### src/include/sensor_cfg_pkg.sv
// Constants, opcodes and header table of the command handler
package sensor_cfg_pkg;
  // ==========================================================
  // Timing
  localparam int CLK_PERIOD_NS = 50;
  localparam int STEP_MS       = 100;
  localparam int STEP_CYC      = STEP_MS * 1_000_000 / CLK_PERIOD_NS;
  localparam int CLK_HZ        = 1_000_000_000 / CLK_PERIOD_NS;
  // ==========================================================
  // Register byte offsets
  localparam logic [7:0] A_CMD   = 8'h00;
  localparam logic [7:0] A_CTRL  = 8'h04;
  localparam logic [7:0] A_SER   = 8'h08;
  localparam logic [7:0] A_STAT  = 8'h0C;
  localparam logic [7:0] A_INT   = 8'h10;
  localparam logic [7:0] A_ADDR  = 8'h14;
  localparam logic [7:0] A_FWD   = 8'h18;
  localparam logic [7:0] A_LVL   = 8'h1C;
  localparam logic [7:0] A_MAXFS = 8'h20;
  localparam logic [7:0] A_HDR0  = 8'h24;
  localparam logic [7:0] A_HDR1  = 8'h28;
  // ==========================================================
  // Fields, limits and reset values
  localparam int         CTRL_BUS  = 0;
  localparam int         CTRL_WDOG = 1;
  localparam logic [6:0] N_MAX     = 7'h78;
  localparam logic [6:0] PER_DFLT  = 7'h02;
  localparam logic [6:0] LOW_MAX   = 7'h63;
  localparam logic [6:0] HIGH_MAX  = 7'h64;
  localparam logic [7:0] ADDR_NULL = 8'h00;
  localparam logic [7:0] RING_MAX  = 8'h58;
  localparam logic [7:0] ADDR_LAST = 8'h59;
  localparam logic [7:0] GRP_LO    = 8'h5A;
  localparam logic [7:0] GRP_HI    = 8'h62;
  localparam logic [7:0] ADDR_ALL  = 8'h63;
  localparam logic [7:0] ERR_MARK  = 8'hEE;
  localparam logic [7:0] CH_EQ     = 8'h3D;
  localparam logic [7:0] CH_BANG   = 8'h21;
  localparam logic [1:0] RESP_OK   = 2'h0;
  localparam logic [1:0] RESP_ERR  = 2'h2;

  typedef enum logic [3:0] {
    OP_NOP, OP_UNLOCK, OP_RATE, OP_PERIOD, OP_SKIP, OP_DEVNUM, OP_SERIAL,
    OP_INIT, OP_INIT_RST, OP_LOW, OP_HIGH, OP_STORE, OP_SPARE_HDR,
    OP_ERR_QUERY, OP_START
  } opcode_t;

  // Header character in slot i of the standard or spare set
  function automatic logic [7:0] hdr_char(input logic [2:0] i, input logic spare);
    logic [7:0] s;
    logic [7:0] p;
    s = 8'h00;
    p = 8'h00;
    case (i)
      3'h0: begin s = 8'h2A; p = 8'h1C; end
      3'h1: begin s = 8'h24; p = 8'h1D; end
      3'h2: begin s = 8'h7E; p = 8'h1E; end
      3'h3: begin s = 8'h23; p = 8'h1F; end
      3'h4: begin s = 8'h7B; p = 8'h11; end
      3'h5: begin s = 8'h7D; p = 8'h12; end
      3'h6: begin s = 8'h21; p = 8'h13; end
      default: begin s = 8'h40; p = 8'h14; end
    endcase
    return spare ? p : s;
  endfunction : hdr_char
endpackage : sensor_cfg_pkg

### src/include/sample_timer_if.sv
// Link between command handler and sample timer
`timescale 1ns/1ps
interface sample_timer_if;
  logic       run;
  logic       rate_sel;
  logic [6:0] n;
  logic [7:0] skip;
  logic       integ_tick;
  logic       sample;
  modport ctl (output run, output rate_sel, output n, output skip,
               input integ_tick, input sample);
  modport tmr (input run, input rate_sel, input n, input skip,
               output integ_tick, output sample);
endinterface : sample_timer_if

### src/hdl/sample_timer.sv
// Integration and output sample timer
`timescale 1ns/1ps
module sample_timer #(
  parameter int STEP_CYCLES = sensor_cfg_pkg::STEP_CYC,
  parameter int CLK_HZ      = sensor_cfg_pkg::CLK_HZ
) (
  input  wire logic       aclk,
  input  wire logic       aresetn,
  sample_timer_if.tmr     t
);
  typedef struct packed {
    logic [31:0] acc;
    logic [31:0] step;
    logic [6:0]  per;
    logic [7:0]  skp;
    logic        integ;
    logic        smp;
  } tm_t;

  tm_t q;
  tm_t d;

  always_comb
  begin
    logic [31:0] sum;
    sum = q.acc + 32'(t.n);
    d = q;
    d.integ = 1'b0;
    d.smp = 1'b0;
    if (!t.run)
    begin
      d = '0;
    end
    else if (t.rate_sel)
    begin
      // Fractional accumulator: n events per CLK_HZ cycles, no skipping
      if (sum >= 32'(CLK_HZ))
      begin
        d.acc = sum - 32'(CLK_HZ);
        d.integ = 1'b1;
        d.smp = 1'b1;
      end
      else
        d.acc = sum;
    end
    else if (q.step >= 32'(STEP_CYCLES - 1))
    begin
      d.step = '0;
      if (q.per + 7'h01 >= t.n)
      begin
        d.per = '0;
        d.integ = 1'b1;
        if (q.skp >= t.skip)
        begin
          d.skp = '0;
          d.smp = 1'b1;
        end
        else
          d.skp = q.skp + 8'h01;
      end
      else
        d.per = q.per + 7'h01;
    end
    else
      d.step = q.step + 32'h0000_0001;
  end

  always_ff @(posedge aclk)
  begin
    if (!aresetn)
      q <= '0;
    else
      q <= d;
  end

  assign t.integ_tick = q.integ;
  assign t.sample     = q.smp;
endmodule : sample_timer

### src/hdl/sensor_config_command_handler.sv
// Configuration command handler with AXI4-Lite register access
//
// Register access over AXI4-Lite and the register addresses are this design's own decisions.
`timescale 1ns/1ps
module sensor_config_command_handler #(
  parameter int          STEP_CYCLES = sensor_cfg_pkg::STEP_CYC,
  parameter int          CLK_HZ      = sensor_cfg_pkg::CLK_HZ,
  // Arbitrary serial number, BCD digits
  parameter logic [31:0] OWN_SERIAL  = 32'h1357_2468,
  parameter logic [23:0] MAX_PSI     = 24'h00_0014
) (
  input  wire logic        aclk,
  input  wire logic        aresetn,
  input  wire logic [7:0]  awaddr,
  input  wire logic        awvalid,
  output logic             awready,
  input  wire logic [31:0] wdata,
  input  wire logic [3:0]  wstrb,
  input  wire logic        wvalid,
  output logic             wready,
  output logic [1:0]       bresp,
  output logic             bvalid,
  input  wire logic        bready,
  input  wire logic [7:0]  araddr,
  input  wire logic        arvalid,
  output logic             arready,
  output logic [31:0]      rdata,
  output logic [1:0]       rresp,
  output logic             rvalid,
  input  wire logic        rready,
  input  wire logic        nvm_parity_err,
  output logic             sample_out,
  output logic             fwd_out,
  output logic             restart_out
);
  typedef struct packed {
    logic        aw_ok;
    logic [7:0]  aw_addr;
    logic        w_ok;
    logic [31:0] w_data;
    logic [3:0]  w_strb;
    logic        bvalid;
    logic [1:0]  bresp;
    logic        rvalid;
    logic [1:0]  rresp;
    logic [31:0] rdata;
    logic        p1;
    logic        p2;
    logic        bus_mode;
    logic        wdog;
    logic        unlock;
    logic        err;
    logic        run;
    logic [31:0] ser_arg;
    logic        ser_match;
    logic        rate_sel;
    logic [6:0]  n;
    logic [7:0]  skip;
    logic [7:0]  dev;
    logic [7:0]  grp;
    logic [6:0]  low;
    logic [6:0]  high;
    logic        spare;
    logic        sv_rate;
    logic [6:0]  sv_n;
    logic [7:0]  sv_skip;
    logic [7:0]  sv_dev;
    logic [7:0]  sv_grp;
    logic [6:0]  sv_low;
    logic [6:0]  sv_high;
    logic        sv_spare;
    logic        fwd_seen;
    logic        fwd_pulse;
    logic [3:0]  fwd_op;
    logic [7:0]  fwd_dst;
    logic [7:0]  fwd_arg;
    logic        rst_pend;
    logic        restart;
  } st_t;

  localparam st_t ST_RST = '{
    n: sensor_cfg_pkg::PER_DFLT, sv_n: sensor_cfg_pkg::PER_DFLT,
    grp: sensor_cfg_pkg::GRP_LO, sv_grp: sensor_cfg_pkg::GRP_LO,
    high: sensor_cfg_pkg::HIGH_MAX, sv_high: sensor_cfg_pkg::HIGH_MAX,
    default: '0};

  st_t q;
  st_t d;

  // ==========================================================
  // Helpers
  function automatic logic reg_hit(input logic [7:0] a);
    case (a)
      sensor_cfg_pkg::A_CMD, sensor_cfg_pkg::A_CTRL, sensor_cfg_pkg::A_SER,
      sensor_cfg_pkg::A_STAT, sensor_cfg_pkg::A_INT, sensor_cfg_pkg::A_ADDR,
      sensor_cfg_pkg::A_FWD, sensor_cfg_pkg::A_LVL, sensor_cfg_pkg::A_MAXFS,
      sensor_cfg_pkg::A_HDR0, sensor_cfg_pkg::A_HDR1: return 1'b1;
      default: return 1'b0;
    endcase
  endfunction : reg_hit

  function automatic logic bcd_ok(input logic [31:0] v);
    logic ok;
    ok = 1'b1;
    for (int i = 0; i < 8; i++)
      if (v[4*i +: 4] > 4'h9)
        ok = 1'b0;
    return ok;
  endfunction : bcd_ok

  function automatic logic needs_lock(input sensor_cfg_pkg::opcode_t o);
    return o inside {sensor_cfg_pkg::OP_RATE, sensor_cfg_pkg::OP_PERIOD,
                     sensor_cfg_pkg::OP_SKIP, sensor_cfg_pkg::OP_DEVNUM,
                     sensor_cfg_pkg::OP_LOW, sensor_cfg_pkg::OP_HIGH,
                     sensor_cfg_pkg::OP_STORE, sensor_cfg_pkg::OP_SPARE_HDR};
  endfunction : needs_lock

  // ==========================================================
  // Command decode
  sensor_cfg_pkg::opcode_t op;
  logic [7:0] arg;
  logic [7:0] dst;
  logic       commit;
  logic       bcast;
  logic       grp_hit;
  logic       own;
  logic       num_path;
  logic       addressed;
  logic       cmd_wr;
  logic       take;
  logic       lock_bad;
  logic [6:0] low_v;
  logic [6:0] high_v;

  assign op       = sensor_cfg_pkg::opcode_t'(q.w_data[3:0]);
  assign arg      = q.w_data[15:8];
  assign dst      = q.w_data[23:16];
  assign commit   = q.aw_ok && q.w_ok && !q.bvalid;
  assign bcast    = dst >= sensor_cfg_pkg::GRP_LO && dst <= sensor_cfg_pkg::ADDR_ALL;
  assign grp_hit  = dst == sensor_cfg_pkg::ADDR_ALL || dst == q.grp;
  assign own      = dst == q.dev;
  // Unlock must pass too, or a null unit could never be numbered by serial
  assign num_path = op == sensor_cfg_pkg::OP_SERIAL || op == sensor_cfg_pkg::OP_DEVNUM
                    || op == sensor_cfg_pkg::OP_UNLOCK;
  // Null-numbered bus units stay deaf to broadcasts except numbering traffic
  assign addressed = own || (bcast && grp_hit && (!q.bus_mode
                     || q.dev != sensor_cfg_pkg::ADDR_NULL || num_path));
  // Only messages framed with the active header set are recognised
  assign cmd_wr   = commit && q.aw_addr == sensor_cfg_pkg::A_CMD
                    && q.w_data[31:24] == sensor_cfg_pkg::hdr_char(3'h0, q.spare);
  assign take     = cmd_wr && addressed;
  assign lock_bad = needs_lock(op) && !q.unlock;
  assign low_v    = arg > 8'(sensor_cfg_pkg::LOW_MAX) ? sensor_cfg_pkg::LOW_MAX
                    : arg[6:0];
  assign high_v   = (arg == 8'h00 || arg > 8'(sensor_cfg_pkg::HIGH_MAX))
                    ? sensor_cfg_pkg::HIGH_MAX : arg[6:0];

  // ==========================================================
  // Next state
  always_comb
  begin
    logic set_err;
    logic clr_err;
    set_err = 1'b0;
    clr_err = 1'b0;
    d = q;
    d.p1 = nvm_parity_err;
    d.p2 = q.p1;
    d.restart = 1'b0;
    d.fwd_pulse = 1'b0;
    if (awvalid && awready)
    begin
      d.aw_ok = 1'b1;
      d.aw_addr = awaddr;
    end
    if (wvalid && wready)
    begin
      d.w_ok = 1'b1;
      d.w_data = wdata;
      d.w_strb = wstrb;
    end
    if (q.bvalid && bready)
      d.bvalid = 1'b0;
    if (commit)
    begin
      d.aw_ok = 1'b0;
      d.w_ok = 1'b0;
      d.bvalid = 1'b1;
      d.bresp = reg_hit(q.aw_addr) ? sensor_cfg_pkg::RESP_OK : sensor_cfg_pkg::RESP_ERR;
      if (q.aw_addr == sensor_cfg_pkg::A_CTRL && q.w_strb[0])
      begin
        d.bus_mode = q.w_data[sensor_cfg_pkg::CTRL_BUS];
        d.wdog = q.w_data[sensor_cfg_pkg::CTRL_WDOG];
      end
      if (q.aw_addr == sensor_cfg_pkg::A_SER)
        for (int b = 0; b < 4; b++)
          if (q.w_strb[b])
            d.ser_arg[8*b +: 8] = q.w_data[8*b +: 8];
    end
    // Read side; reading the forward word clears its flag
    if (q.rvalid && rready)
      d.rvalid = 1'b0;
    if (arvalid && arready)
    begin
      d.rvalid = 1'b1;
      d.rresp = reg_hit(araddr) ? sensor_cfg_pkg::RESP_OK : sensor_cfg_pkg::RESP_ERR;
      unique case (araddr)
        sensor_cfg_pkg::A_CTRL: d.rdata = {30'h0000_0000, q.wdog, q.bus_mode};
        sensor_cfg_pkg::A_SER:  d.rdata = q.ser_arg;
        sensor_cfg_pkg::A_STAT: d.rdata = {28'h000_0000, q.ser_match, q.unlock, q.run, q.err};
        sensor_cfg_pkg::A_INT:  d.rdata = {15'h0000, q.rate_sel, q.skip, 1'b0, q.n};
        sensor_cfg_pkg::A_ADDR: d.rdata = {15'h0000, q.spare, q.grp, q.dev};
        sensor_cfg_pkg::A_FWD:  d.rdata = {q.fwd_seen, 11'h000, q.fwd_op, q.fwd_dst, q.fwd_arg};
        sensor_cfg_pkg::A_LVL:  d.rdata = {9'h000, q.high, 9'h000, q.low};
        sensor_cfg_pkg::A_MAXFS:
          d.rdata = {q.p2 ? sensor_cfg_pkg::CH_BANG : sensor_cfg_pkg::CH_EQ, MAX_PSI};
        sensor_cfg_pkg::A_HDR0:
          d.rdata = {sensor_cfg_pkg::hdr_char(3'h3, q.spare), sensor_cfg_pkg::hdr_char(3'h2, q.spare),
                     sensor_cfg_pkg::hdr_char(3'h1, q.spare), sensor_cfg_pkg::hdr_char(3'h0, q.spare)};
        sensor_cfg_pkg::A_HDR1:
          d.rdata = {sensor_cfg_pkg::hdr_char(3'h7, q.spare), sensor_cfg_pkg::hdr_char(3'h6, q.spare),
                     sensor_cfg_pkg::hdr_char(3'h5, q.spare), sensor_cfg_pkg::hdr_char(3'h4, q.spare)};
        default: d.rdata = 32'h0000_0000;
      endcase
      if (araddr == sensor_cfg_pkg::A_FWD)
        d.fwd_seen = 1'b0;
    end
    // Broadcasts, and on the ring anything not ours, go to the next unit
    if (cmd_wr && (bcast || (!q.bus_mode && !own)))
    begin
      d.fwd_seen = 1'b1;
      d.fwd_pulse = 1'b1;
      d.fwd_op = q.w_data[3:0];
      d.fwd_dst = dst;
      d.fwd_arg = arg;
    end
    if (take)
    begin
      d.unlock = op == sensor_cfg_pkg::OP_UNLOCK;
      if (lock_bad)
        set_err = 1'b1;
      else
        unique case (op)
          sensor_cfg_pkg::OP_NOP, sensor_cfg_pkg::OP_UNLOCK: ;
          sensor_cfg_pkg::OP_RATE, sensor_cfg_pkg::OP_PERIOD:
            if (arg == 8'h00)
            begin
              d.rate_sel = q.sv_rate;
              d.n = q.sv_n;
            end
            else if (arg > 8'(sensor_cfg_pkg::N_MAX))
              set_err = 1'b1;
            else
            begin
              d.rate_sel = op == sensor_cfg_pkg::OP_RATE;
              d.n = arg[6:0];
            end
          sensor_cfg_pkg::OP_SKIP:
            if (q.wdog && arg != 8'h00)
              set_err = 1'b1;
            else
              d.skip = arg;
          sensor_cfg_pkg::OP_DEVNUM:
            if (!q.bus_mode)
            begin
              if (arg == sensor_cfg_pkg::ADDR_NULL)
                d.dev = arg;
              else if (arg <= sensor_cfg_pkg::RING_MAX)
              begin
                d.dev = arg;
                d.fwd_arg = arg + 8'h01;
              end
              else if (arg == sensor_cfg_pkg::ADDR_LAST)
              begin
                d.dev = arg;
                d.fwd_arg = sensor_cfg_pkg::ADDR_ALL;
              end
              else if (arg >= sensor_cfg_pkg::GRP_LO && arg <= sensor_cfg_pkg::GRP_HI)
                d.grp = arg;
              else if (arg == sensor_cfg_pkg::ADDR_ALL)
                d.fwd_arg = sensor_cfg_pkg::ERR_MARK;
              else if (arg != sensor_cfg_pkg::ERR_MARK)
                set_err = 1'b1;
            end
            else
            begin
              d.ser_match = 1'b0;
              if (bcast && !q.ser_match)
                ;
              else if (arg <= sensor_cfg_pkg::ADDR_LAST)
                d.dev = arg;
              else if (arg >= sensor_cfg_pkg::GRP_LO && arg <= sensor_cfg_pkg::GRP_HI)
                d.grp = arg;
              else
                set_err = 1'b1;
            end
          sensor_cfg_pkg::OP_SERIAL:
            d.ser_match = q.bus_mode && q.ser_arg == OWN_SERIAL && bcd_ok(q.ser_arg);
          sensor_cfg_pkg::OP_INIT:
            d.run = 1'b0;
          sensor_cfg_pkg::OP_INIT_RST:
          begin
            d.run = 1'b0;
            d.rst_pend = 1'b1;
          end
          sensor_cfg_pkg::OP_LOW:
            if (low_v >= q.high)
              set_err = 1'b1;
            else
              d.low = low_v;
          sensor_cfg_pkg::OP_HIGH:
            if (high_v <= q.low)
              set_err = 1'b1;
            else
              d.high = high_v;
          sensor_cfg_pkg::OP_STORE:
          begin
            d.sv_rate = q.rate_sel;
            d.sv_n = q.n;
            d.sv_skip = q.skip;
            d.sv_dev = q.dev;
            d.sv_grp = q.grp;
            d.sv_low = q.low;
            d.sv_high = q.high;
            d.sv_spare = q.spare;
          end
          sensor_cfg_pkg::OP_SPARE_HDR:
            if (q.bus_mode)
              d.spare = !q.spare;
            else
              set_err = 1'b1;
          sensor_cfg_pkg::OP_ERR_QUERY:
            clr_err = 1'b1;
          sensor_cfg_pkg::OP_START:
            d.run = 1'b1;
          default:
            set_err = 1'b1;
        endcase
    end
    // Restart one cycle after the forward went out
    if (q.rst_pend)
    begin
      d.rst_pend = 1'b0;
      d.restart = 1'b1;
      d.rate_sel = q.sv_rate;
      d.n = q.sv_n;
      d.skip = q.sv_skip;
      d.dev = q.sv_dev;
      d.grp = q.sv_grp;
      d.low = q.sv_low;
      d.high = q.sv_high;
      d.spare = q.sv_spare;
      d.unlock = 1'b0;
      d.ser_match = 1'b0;
    end
    // A new error beats a clear in the same cycle
    d.err = (q.err && !clr_err) || set_err;
  end

  always_ff @(posedge aclk)
  begin
    if (!aresetn)
      q <= ST_RST;
    else
      q <= d;
  end

  // ==========================================================
  // Timer and outputs
  sample_timer_if tif ();

  assign tif.run      = q.run;
  assign tif.rate_sel = q.rate_sel;
  assign tif.n        = q.n;
  assign tif.skip     = q.skip;

  sample_timer #(
    .STEP_CYCLES (STEP_CYCLES),
    .CLK_HZ      (CLK_HZ)
  ) u_timer (
    .aclk    (aclk),
    .aresetn (aresetn),
    .t       (tif.tmr)
  );

  assign awready     = !q.aw_ok && !q.bvalid;
  assign wready      = !q.w_ok && !q.bvalid;
  assign bvalid      = q.bvalid;
  assign bresp       = q.bresp;
  assign arready     = !q.rvalid;
  assign rvalid      = q.rvalid;
  assign rdata       = q.rdata;
  assign rresp       = q.rresp;
  assign sample_out  = tif.sample;
  assign fwd_out     = q.fwd_pulse;
  assign restart_out = q.restart;
endmodule : sensor_config_command_handler

### config.mk
export PLATFORM = sky130hd
export DESIGN_NAME = sensor_config_command_handler
export DESIGN_NICKNAME = d
export VERILOG_FILES = /design/src/include/sensor_cfg_pkg.sv /design/src/include/sample_timer_if.sv /design/src/hdl/sample_timer.sv /design/src/hdl/sensor_config_command_handler.sv
export SDC_FILE = /design/constraint.sdc
export NUM_CORES = 1
export LEC_CHECK = 0
export BUFFER_PORTS_ARGS = -buffer_cell sky130_fd_sc_hd__buf_2
export CORE_MARGIN = 5
export CORE_UTILIZATION = 35
export CTS_BUF_LIST = sky130_fd_sc_hd__clkbuf_4
export CTS_CLUSTER_DIAMETER = 150
export DETAILED_ROUTE_END_ITERATION = 8
export MAX_ROUTING_LAYER = met4
export PLACE_DENSITY = 0.62
export SETUP_SLACK_MARGIN = 0.05
export SYNTH_ARGS = -nofsm -noshare
export SYNTH_HDL_FRONTEND = slang
export SYNTH_SLANG_ARGS = --single-unit
### constraint.sdc
create_clock -name aclk -period 5.7 [get_ports aclk]
set_clock_uncertainty 0.1 [all_clocks]
set_input_delay 0.285 -clock aclk [delete_from_list [all_inputs] [get_ports aclk]]
set_output_delay 0.285 -clock aclk [all_outputs]
set_load 0.05 [all_outputs]
; ---- After elaboration in Yosys (flattened, before gate mapping)
; Index checks and enable logic that the tools add are counted.
[totals]
register_bits = 322
in_bits = 60
out_inout_bits = 44
[classes]
n_addsub = 6
order_cmp = 23
eq_ne = 54
muxes = 108
bitwise = 3
n_reduce_logical = 93
[op_table]
columns = op, n
row1 = $pmux 32 s10, 1
row2 = $mux 94, 2
row3 = $mux 8, 22
row4 = $mux 47, 2
row5 = $mux 7, 11
row6 = $eq 8x5->1 const B, 8
row7 = $mux 32, 2
row8 = $mux 1, 50
row9 = $eq 8x6->1 const B, 6
row10 = $mux 16, 3
row11 = $mux 35, 1
row12 = $add 32x1->32 const B, 1
row13 = $add 32x7->32, 1
row14 = $eq 32x29->1 const B, 1
row15 = $eq 8x4->1 const B, 4
row16 = $ge 32x21->1 const B, 1
row17 = $ge 32x25->1 const B, 1
row18 = $gt 4x4->1 const B, 8
row19 = $le 8x7->1 const B, 4
row20 = $sub 32x25->32 const B, 1
row21 = $eq 4x4->1 const B, 7
row22 = $reduce_bool 2->1, 14
row23 = $logic_and 1x1->1, 25
row24 = $eq 8x7->1 const B, 3
row25 = other kinds (39), 108

; ---- Logic depth before layout (Yosys ltp)
; Gate-level depths: netlist of the first run.
[logic_depth]
depth_word = 15
ltp_mapped = 20
mapped_depth_nobuf = 19

; ---- By module
; Synthesis of the first run repeated with hierarchy kept, for this count alone.
[unflattened]
cells_unflattened = 2230
hier_area_um2 = 17411.7
[modules_own_cells]
columns = module, n_inst, cells_each, area_each_um2, seq_area_each_um2
row1 = sensor_config_command_handler, 1, 1504, 11596.1, 4804.6
row2 = sample_timer, 1, 726, 5815.6, 1621.6

; ---- Least setup slack after synthesis of the first run
; Ideal clock, no wire load.
[synth_path]
path_kind = reg2reg
startpoint = register q (netlist bit tif.n[0])
endpoint = register u_timer.q[77] (netlist name)
setup_ns = 0.128
arrival_ns = 4.017
setup_slack_ns = 1.456
path_stages_with_launch = 21
n_path_buf = 2
path_cell_list = dfxtp_1 -> ha_1 -> inv_1 -> fa_1 -> nand2b_1 -> a21bo_2 -> a21oi_2 -> xnor2_1 -> inv_1 -> ha_1 -> nand3_1 -> or4_1 -> o31ai_1 -> a211oi_1 -> o211a_1 -> buf_6 -> buf_6 -> a211oi_2 -> mux2i_1 -> xnor2_1 -> nor2_1
[synth_via]
elab_chain_cells = 3
[synth_rtl]
columns = element, line
row1 = from (decl), sensor_config_command_handler.sv:87  ; st_t q;
row2 = from (signal assigned), sensor_config_command_handler.sv:363  ; q <= ST_RST;
row3 = from (signal assigned), sensor_config_command_handler.sv:365  ; q <= d;
row4 = $add 32x7->32 (*), sample_timer.sv:26  ; sum = q.acc + 32'(t.n);
row5 = $sub 32x25->32 / $ge 32x25->1 (equally long branches), "sample_timer.sv:39, sample_timer.sv:37"
row6 = $mux 32 (*), sample_timer.sv:37  ; if (sum >= 32'(CLK_HZ))
row7 = to (signal assigned), sample_timer.sv:71  ; q <= '0;
row8 = to (signal assigned), sample_timer.sv:73  ; q <= d;
row9 = to (decl), sample_timer.sv:20  ; tm_t q;
; Every way passes the cells marked *; elsewhere a longest branch is shown, timed or not.
; A chain may end at the register's enable or synchronous reset.

; ---- Final worst setup path of the first run
[layout_path]
startpoint = register q (netlist bit tif.n[6])
endpoint = register u_timer.q[75] (netlist name)
; Same word-level chain as after synthesis.

==> impl_summary.md, run 1 <==
Outcome
The run finished with clean final reports.

Synthesis
The post-synthesis share of cell area spent on and, or, nand and nor gates is 25.21%. For this run, the register share of the synthesized area comes to 37.42%. Summing the areas of all compound-gate instances in the mapped netlist gives 19.42% of the synthesized area. Dividing the synthesized area by the synthesized cell count gives 7.743 sq um. After Yosys synthesis, full adders, half adders and majority gates account for 3.406% of the synthesized area. The number of synthesized flops with an enable pin is 0.

After synthesis, the share of flip-flops with an asynchronous set or reset is 0%. After synthesis the netlist holds a flip-flop and latch count of 320. The portion of synthesized area spent on multiplexers is 2.763%. The number of distinct library cells after synthesis is 88. The dominant combinational cell family by area after synthesis is simple AND/OR/NAND/NOR gates. The xor/xnor share of the synthesized area is 5.576%. The most used flip-flop cell after synthesis is dfxtp_1. For this run, the number of Yosys warnings is 0. The number of instances in the synthesized netlist is 2211. The synthesized area is 17120 sq um.

Floorplan
The die is 231.2 um tall. The number of top-level design ports is 104. The die covers 53440 sq um. Row generation in the floorplan step produced 81 rows. For this configuration, the core starts out at a cell density of 35.19%.

The core region is 48650 sq um. The width of the chip is 231.2 um.

Setup path
The data arrival at the endpoint of the critical path is 5.62 ns. The critical path in this run is classified as reg2reg. The largest individual stage delay along the critical path comes from the cell o211a_1. In this run the worst path has a maximum fanout of 17. At the worst endpoint, the required time is 6.31 ns. By instance count, the cell type seen most on the critical path is ha_1.

On the worst path, the slowest cell contributes a delay of 0.53 ns. The worst setup path is captured at a flop. Counting both buffers and inverters, the worst setup path holds a total of 1. STA classifies the critical path startpoint as a flop. Walking the worst path, the cells encountered are ha_1 -> o211ai_1 -> or2_0 -> nor2_1 -> xnor2_1 -> ha_1 -> nand3_1 -> or4_1 -> o31ai_1 -> a211oi_1 -> o211a_1 -> buf_4 -> a211oi_2 -> xor2_1 -> a21oi_1 -> a31o_2. The cell type group with the largest total delay on the critical path is compound AO/OA/AOI/OAI gates.

Layout
The commonest non-fill, non-tap cell in the layout is nand2_1. The final non-filler cell area is 20070 sq um. The number of filler instances in the final layout is 4864. The count of nets after finishing is 2476. The fraction of the core area covered by cells at the end of the flow is 41.26%. The synthesis-to-finish area growth is 17.23%. The proportion of layout cells with a drive suffix above 1 is 13.28%. In the layout the commonest cells are nand2_1, dfxtp_1, a21oi_1, nor2_1, clkbuf_4. Excluding fillers, the count of instances in the completed layout stands at 3049.

Clocking
The setup fix buffers added after clock tree synthesis is 0. The tree is rooted in a clkbuf_4. The total number of clock tree sinks is 320. TritonCTS built the clock tree. After clock tree synthesis, the clock-pin slew on the worst setup and hold paths is 0.07 ns. The quantity of gates resized following cts is 0. The number of H-tree levels is 3.

The TritonCTS buffer count is 88. The maximum buffer depth of the clock tree is 3. Clock latency on the worst-skew pair, taken at its later pin, is 0.86 ns.

Place
Routability-driven placement finished with a final weighted congestion of 0.9804. Including well taps, the total number of placed cells is 2788. Detailed placement ended at an HPWL of 40.54 mm. The number of input and output port buffers inserted is 101. The cell area reported after detailed placement is 17840 sq um. The pre-CTS setup slack is 0.7295 ns.

Timing
The final worst-path setup slack is 0.6823 ns. The total count of max-transition violations in the final report is 0. Final hold analysis gives a worst-case slack of 0.06322 ns.

The sum of negative setup slack is 0 ns. After layout, the worst path uses 88.03% of the clock period. The worst-margin pin slew is 1.228 ns. The setup-violating endpoint count in the final report is 0. The worst pin sits at a relative slew slack of 17.93%. The number of endpoints with negative hold slack in the final report is 0. The time the worst path needs with I/O delays and setup is 5.018 ns. The fmax is 0.1993 GHz. Setup repair after global routing left no endpoint under its margin.

Detailed routing
Before antenna repair, the detailed router went through 6 iterations. The number of remaining DRC errors is 0. The routed design has 59.35 mm of wire. The via count of the routed design is 17.09k. The post-detailed-route via-to-cell ratio is 5.604.

The first routing iteration left 1948 violations. In the final routed layout, each cell accounts on average for 19.47 um. The detail route stage leaves a number of antenna-violating nets equal to 0.

Power
After layout, the design draws a total of 4.822 mW. IR analysis of the VDD net gives a maximum drop of 0.1261 mV. The reported leakage power is 7.326 nW. The areal power density over the cells is 240.3 nW/um^2.

GRT
Global routing consumed, over all layers together, 22.11% of the routing resources. The overflow left after global routing is 0. Entering global routing, the biggest net connects 80 pins. The number of global-route vias before repair is 16.52k.

The first global-routing pass estimated 92.56 mm of wire. The initial antenna violation count is 2.

Worst hold path
The class of the tightest hold or removal check is in2reg.

Flow run
Across the run, the number of max-cap violations was 0.
-- path summary, 6_finish.rpt --
kind / startpoint / endpoint / slack (ns) / cells after the start
min reg2reg: q[65] / tif.n[2] / 0.34 / 2
max: tif.n[6] / u_timer.q[75] / 0.68 / 16
min: arvalid / rresp[1] / 0.06 / 5
max reg2reg: tif.n[6] / u_timer.q[75] / 0.68 / 16
-- what timing repair did --
item	in CTS	in global routing
endpoints found under the setup margin	0	0
endpoints found under the hold margin	79	0
hold buffers	114	0
-- cell families after synthesis --
| family | Yosys count |
|---|---|
| compound gates | 531 |
| xor+xnor | 109 |
| fa+ha+maj | 46 |
| buf+inv | 238 |
| flops | 320 |
| mux | 47 |
| other cells | 1 |
| simple gates | 919 |
-- synthesized netlist by cell type (all sizes together), types with 18 or more instances --
cell	count	area (sq um)
nand4	34	219.0
nor2	196	735.7
or3	18	122.6
a21oi	224	1136
and2	35	219.0
dfxtp	320	6406
o21ai	88	440.4
and3	22	137.6
nand2	377	1423
a31oi	42	262.8
xnor2	70	613.1
buf	55	371.6
nor3	34	170.2
xor2	39	341.6
nand3	95	475.5
ha	45	563.0
mux2i	45	450.4
a22oi	20	150.1
clkbuf	125	470.5
a21o	23	172.7
inv	58	217.7
-- worst min-delay path, cell delays in order --
cell and delay, ns:
buf_2 0.11, nor2b_2 0.14, buf_4 0.24, nor2_1 0.12
nor3_1 0.05
-- layout make-up --
| cell class | instances | area (sq um) | share of cell area (%) |
|---|---|---|---|
| multi-input cells | 1654 | 9683 | 48.25 |
| flip-flops and latches | 320 | 6409 | 31.93 |
| repair buffers | 248 | 1894 | 9.438 |
| clock buffers | 129 | 968.4 | 4.825 |
| well taps | 622 | 778.2 | 3.878 |
| inverters | 58 | 220.2 | 1.097 |
| clock inverters | 16 | 112.6 | 0.5611 |
| diodes | 2 | 5.005 | 0.02494 |
-- routing by layer --
layer	global-route usage [%]	wire length [um]
met3	5.353	5653
met2	33.79	26770
met1	28.93	25500
met4	7.318	1420
met5	-	0
-- flip-flops by register name (all words and copies together), names as in the netlist, 4 cells and up --
signal     cells
arg            8
dst            8
op             4
q            164
rdata         32
tif.n          7
tif.skip       8
u_timer.q     79
-- where the power goes --
| part | switching [mW] | internal, mW | total, mW |
|---|---|---|---|
| clock | 1.03 | 1.04 | 2.07 |
| combinational | 0.272 | 0.164 | 0.436 |
| sequential | 0.0490 | 2.27 | 2.32 |
| total | 1.35 | 3.47 | 4.82 |
(Power assumes the default switching activity.)
==> run 2: changes to the inputs <==
--- a/config.mk
+++ b/config.mk
@@ -16,4 +16,5 @@
 export SETUP_SLACK_MARGIN = 0.05
 export SYNTH_ARGS = -nofsm -noshare
 export SYNTH_HDL_FRONTEND = slang
+export SYNTH_HIERARCHICAL = 1
 export SYNTH_SLANG_ARGS = --single-unit
==> run 2 against run 1 <==
- final cell count grew 1.7%
- global-route usage shrank 0.65 points
- sequential share of layout area shrank 0.30 points
- sequential power is essentially flat
- utilization is essentially flat
- combinational power is essentially flat
- non-clock buffer count shrank 10
- final area grew 0.93%
- maximum frequency grew 0.86%
- first-iteration DRC count shrank 10%
- via count grew 1.7%
- setup slack gained 0.043 ns
==> impl_summary.md, run 2 <==
Synthesis
A synthesized cell averages 7.806 sq um. The synthesized area is 17380 sq um. For this run, the number of Yosys warnings is 6. Synthesis produced a netlist whose cell count is 2227.

Timing
At the pin with the least slew margin, the transition time is 1.302 ns. The total count of max-transition violations in the final report is 0. The worst pin sits at a relative slew slack of 13.01%. Dividing the final minimum period by the clock period gives 87.28%. Setup repair after global routing left no endpoint under its margin. Once routing completed, OpenROAD measured the worst setup slack at 0.7250 ns. The number of endpoints with negative hold slack in the final report is 0. After layout, the minimum clock period comes to 4.975 ns.

The sum of negative setup slack is 0 ns. The setup-violating endpoint count in the final report is 0. Static timing analysis puts the maximum clock frequency at 0.2010 GHz.

Layout
Leaving out fill and tap cells, the most frequent cells in the layout are nand2_1, dfxtp_1, a21oi_1, nor2_1, clkbuf_4. The library cell used most frequently in the layout, excluding fill and tap cells, is nand2_1. Of the cells placed in the final design, the portion with a size suffix greater than 1 is 13.23%.

Fill cells in the final layout number 4942. The flip-flop count of the largest register after layout is 164. From synthesis to final layout, the design area changed by 16.53%. The finished cells cover 20260 sq um. The register with the most flip-flops is q.

The count of nets after finishing is 2479.

Floorplan
The die covers 54220 sq um. The initial utilization of the core area, before any placement, comes to 35.44%. Row generation in the floorplan step produced 81 rows. The core region is 49050 sq um. Measured along the x axis, the die boundary spans 232.9 um. In this run the count of I/O pins placed on the die edge is 104. The floorplan step set the die height to 232.9 um.

Setup path
The startpoint-to-endpoint class of the critical path is reg2reg. In this run the critical register-to-register path is captured at u_timer/q[78]. The worst register-to-register path has a depth of 17. The critical path launch point type is a flop.

The data arrival at the endpoint of the critical path is 5.63 ns. The required time reported for the critical path endpoint is 6.35 ns. The top fanout value on the critical path is 11. STA classifies the critical path endpoint as a flop. The reg2reg setup slack is 0.72 ns. The startpoint of the most critical register-to-register path is tif.n[0].

GRT
The number of global-route vias before repair is 16.73k. The first global-routing pass estimated 91.64 mm of wire. The aggregate global-route resource usage is 21.46%. The pin count of the biggest net entering global routing is 107. The total overflow left after global routing is 0. The initial antenna violation count is 5.

Detailed routing
Once detail routing completed, the nets flagged for antenna violations numbered 0. Summing over every cut layer, the via total after detailed routing is 17.38k. The number of DRC markers in iteration 0 is 1749. In the final routed layout, each cell accounts on average for 18.81 um. The first detailed-routing pass took 6 iterations. The post-detailed-route via-to-cell ratio is 5.603. The number of remaining DRC errors is 0. For this block, the routed nets add up to 58.36 mm of wire.

Place
After legalization and detailed placement, the total HPWL measured 38.99 mm. At the end of routability-driven placement, the weighted congestion stood at 0.9587. The pre-CTS setup slack is 0.7551 ns. The cell area reported after detailed placement is 18040 sq um.

The number of input and output port buffers inserted is 101.

Power
Power comes to 4.837 mW. For this design the total switching power over the nets is 1.361 mW. The internal power of the cells totals 3.476 mW. Combinational cells account for 9.1% of the total power.

Of the total power, the share spent switching nets is 28.13%. For this design the ratio of total power to cell area is 238.8 nW/um^2. For this design the static power due to leakage is 7.722 nW. The fraction of power consumed by sequential logic is 48.2%. IR analysis of the VDD net gives a maximum drop of 0.1697 mV.

The clock power share is 42.7%.

Outcome
The flow ran to the end, and the final reports show no timing, DRC or antenna violations.

Clocking
The clock latency at the later pin of the worst-skew pair is 0.86 ns. The total number of clock tree sinks is 320. The number of H-tree levels is 3. The clock-pin transition on the worst setup and hold timing paths is 0.07 ns. The quantity of gates resized following cts is 0. TritonCTS built the clock tree. The longest clock path from root to sink contains 3 buffers.

The TritonCTS buffer count is 86. The root buffer cell chosen for the clock tree is clkbuf_4.

Flow run
The tool flagged a number of max-cap violations equal to 0.

Worst hold path
In this run the worst hold path is classified as in2reg. The worst hold path was traced through 3 stages. The end point of the worst hold path is d[156]. The worst hold path begins at nvm_parity_err.
## run 2: critical path: stages (launching register included)
cell and delay [ns]:
dfxtp_1 0.36, ha_1 0.22, fa_1 0.41, a211o_1 0.40, a21o_1 0.25, a311oi_2 0.45, inv_1 0.08, ha_1 0.20
nand3b_1 0.09, nor4_1 0.06, a31oi_1 0.22, o211ai_1 0.18, a211oi_2 0.82, buf_4 0.36, nor3_1 0.09, xor2_1 0.18
or3_1 0.31, a21oi_1 0.14
## run 2: power groups by stage
| stage | clock network [mW] | logic [mW] | registers [mW] |
|---|---|---|---|
| floorplan | 0 | 0.274 | 2.34 |
| finish | 2.07 | 0.438 | 2.33 |
| global placement | 0 | 0.349 | 2.38 |
| CTS | 2.13 | 0.422 | 2.33 |
| detailed placement | 0 | 0.355 | 2.38 |
| global route | 2.26 | 0.471 | 2.33 |
## run 2: layer usage
| metal | track usage (%) | share of wire (%) |
|---|---|---|
| met5 | - | 0 |
| met1 | 26.73 | 41 |
| met3 | 4.722 | 8.5 |
| met4 | 9.636 | 4.3 |
| met2 | 33.46 | 46 |
## run 2: final cells by class
| type | instances | area (sq um) | share of cell area [%] |
|---|---|---|---|
| diodes | 5 | 12.51 | 0.06177 |
| clock buffers | 128 | 960.9 | 4.744 |
| clock inverters | 20 | 122.6 | 0.6053 |
| inverters | 59 | 224.0 | 1.106 |
| multi-input cells | 1668 | 9884 | 48.80 |
| flip-flops and latches | 320 | 6407 | 31.63 |
| well taps | 664 | 830.8 | 4.101 |
| repair buffers | 238 | 1814 | 8.956 |
## run 2: timing repair
item | 4_1_cts | 5_1_grt
hold buffers | 112 | 0
buffers inserted | 0 | 0
hold endpoints to repair | 114 | 0
## run 2: worst max path at each step
stage	from	slack (ns)	endpoint
3_5_place_dp	tif.n[0]	0.76	u_timer/q[78]
5_1_grt	tif.n[0]	0.34	u_timer/q[78]
3_3_place_gp	tif.n[0]	0.83	u_timer/q[78]
2_1_floorplan	tif.n[0]	1.77	u_timer/q[76]
4_1_cts	tif.n[0]	0.70	u_timer/q[78]
6_report	tif.n[0]	0.72	u_timer/q[78]
## run 2: through the flow
| stage | utilization [%] | instances | hold slack (ns) |
|---|---|---|---|
| 2_1_floorplan | - | 2228 | 0.2840 |
| 3_3_place_gp | 36.78 | 2837 | 0.3218 |
| 3_5_place_dp | 36.78 | 2837 | 0.3238 |
| 4_1_cts | 41.27 | 3097 | 0.02449 |
| 5_1_grt | 41.29 | 3101 | 0.04984 |
| 6_report | 41.30 | 3102 | 0.07464 |
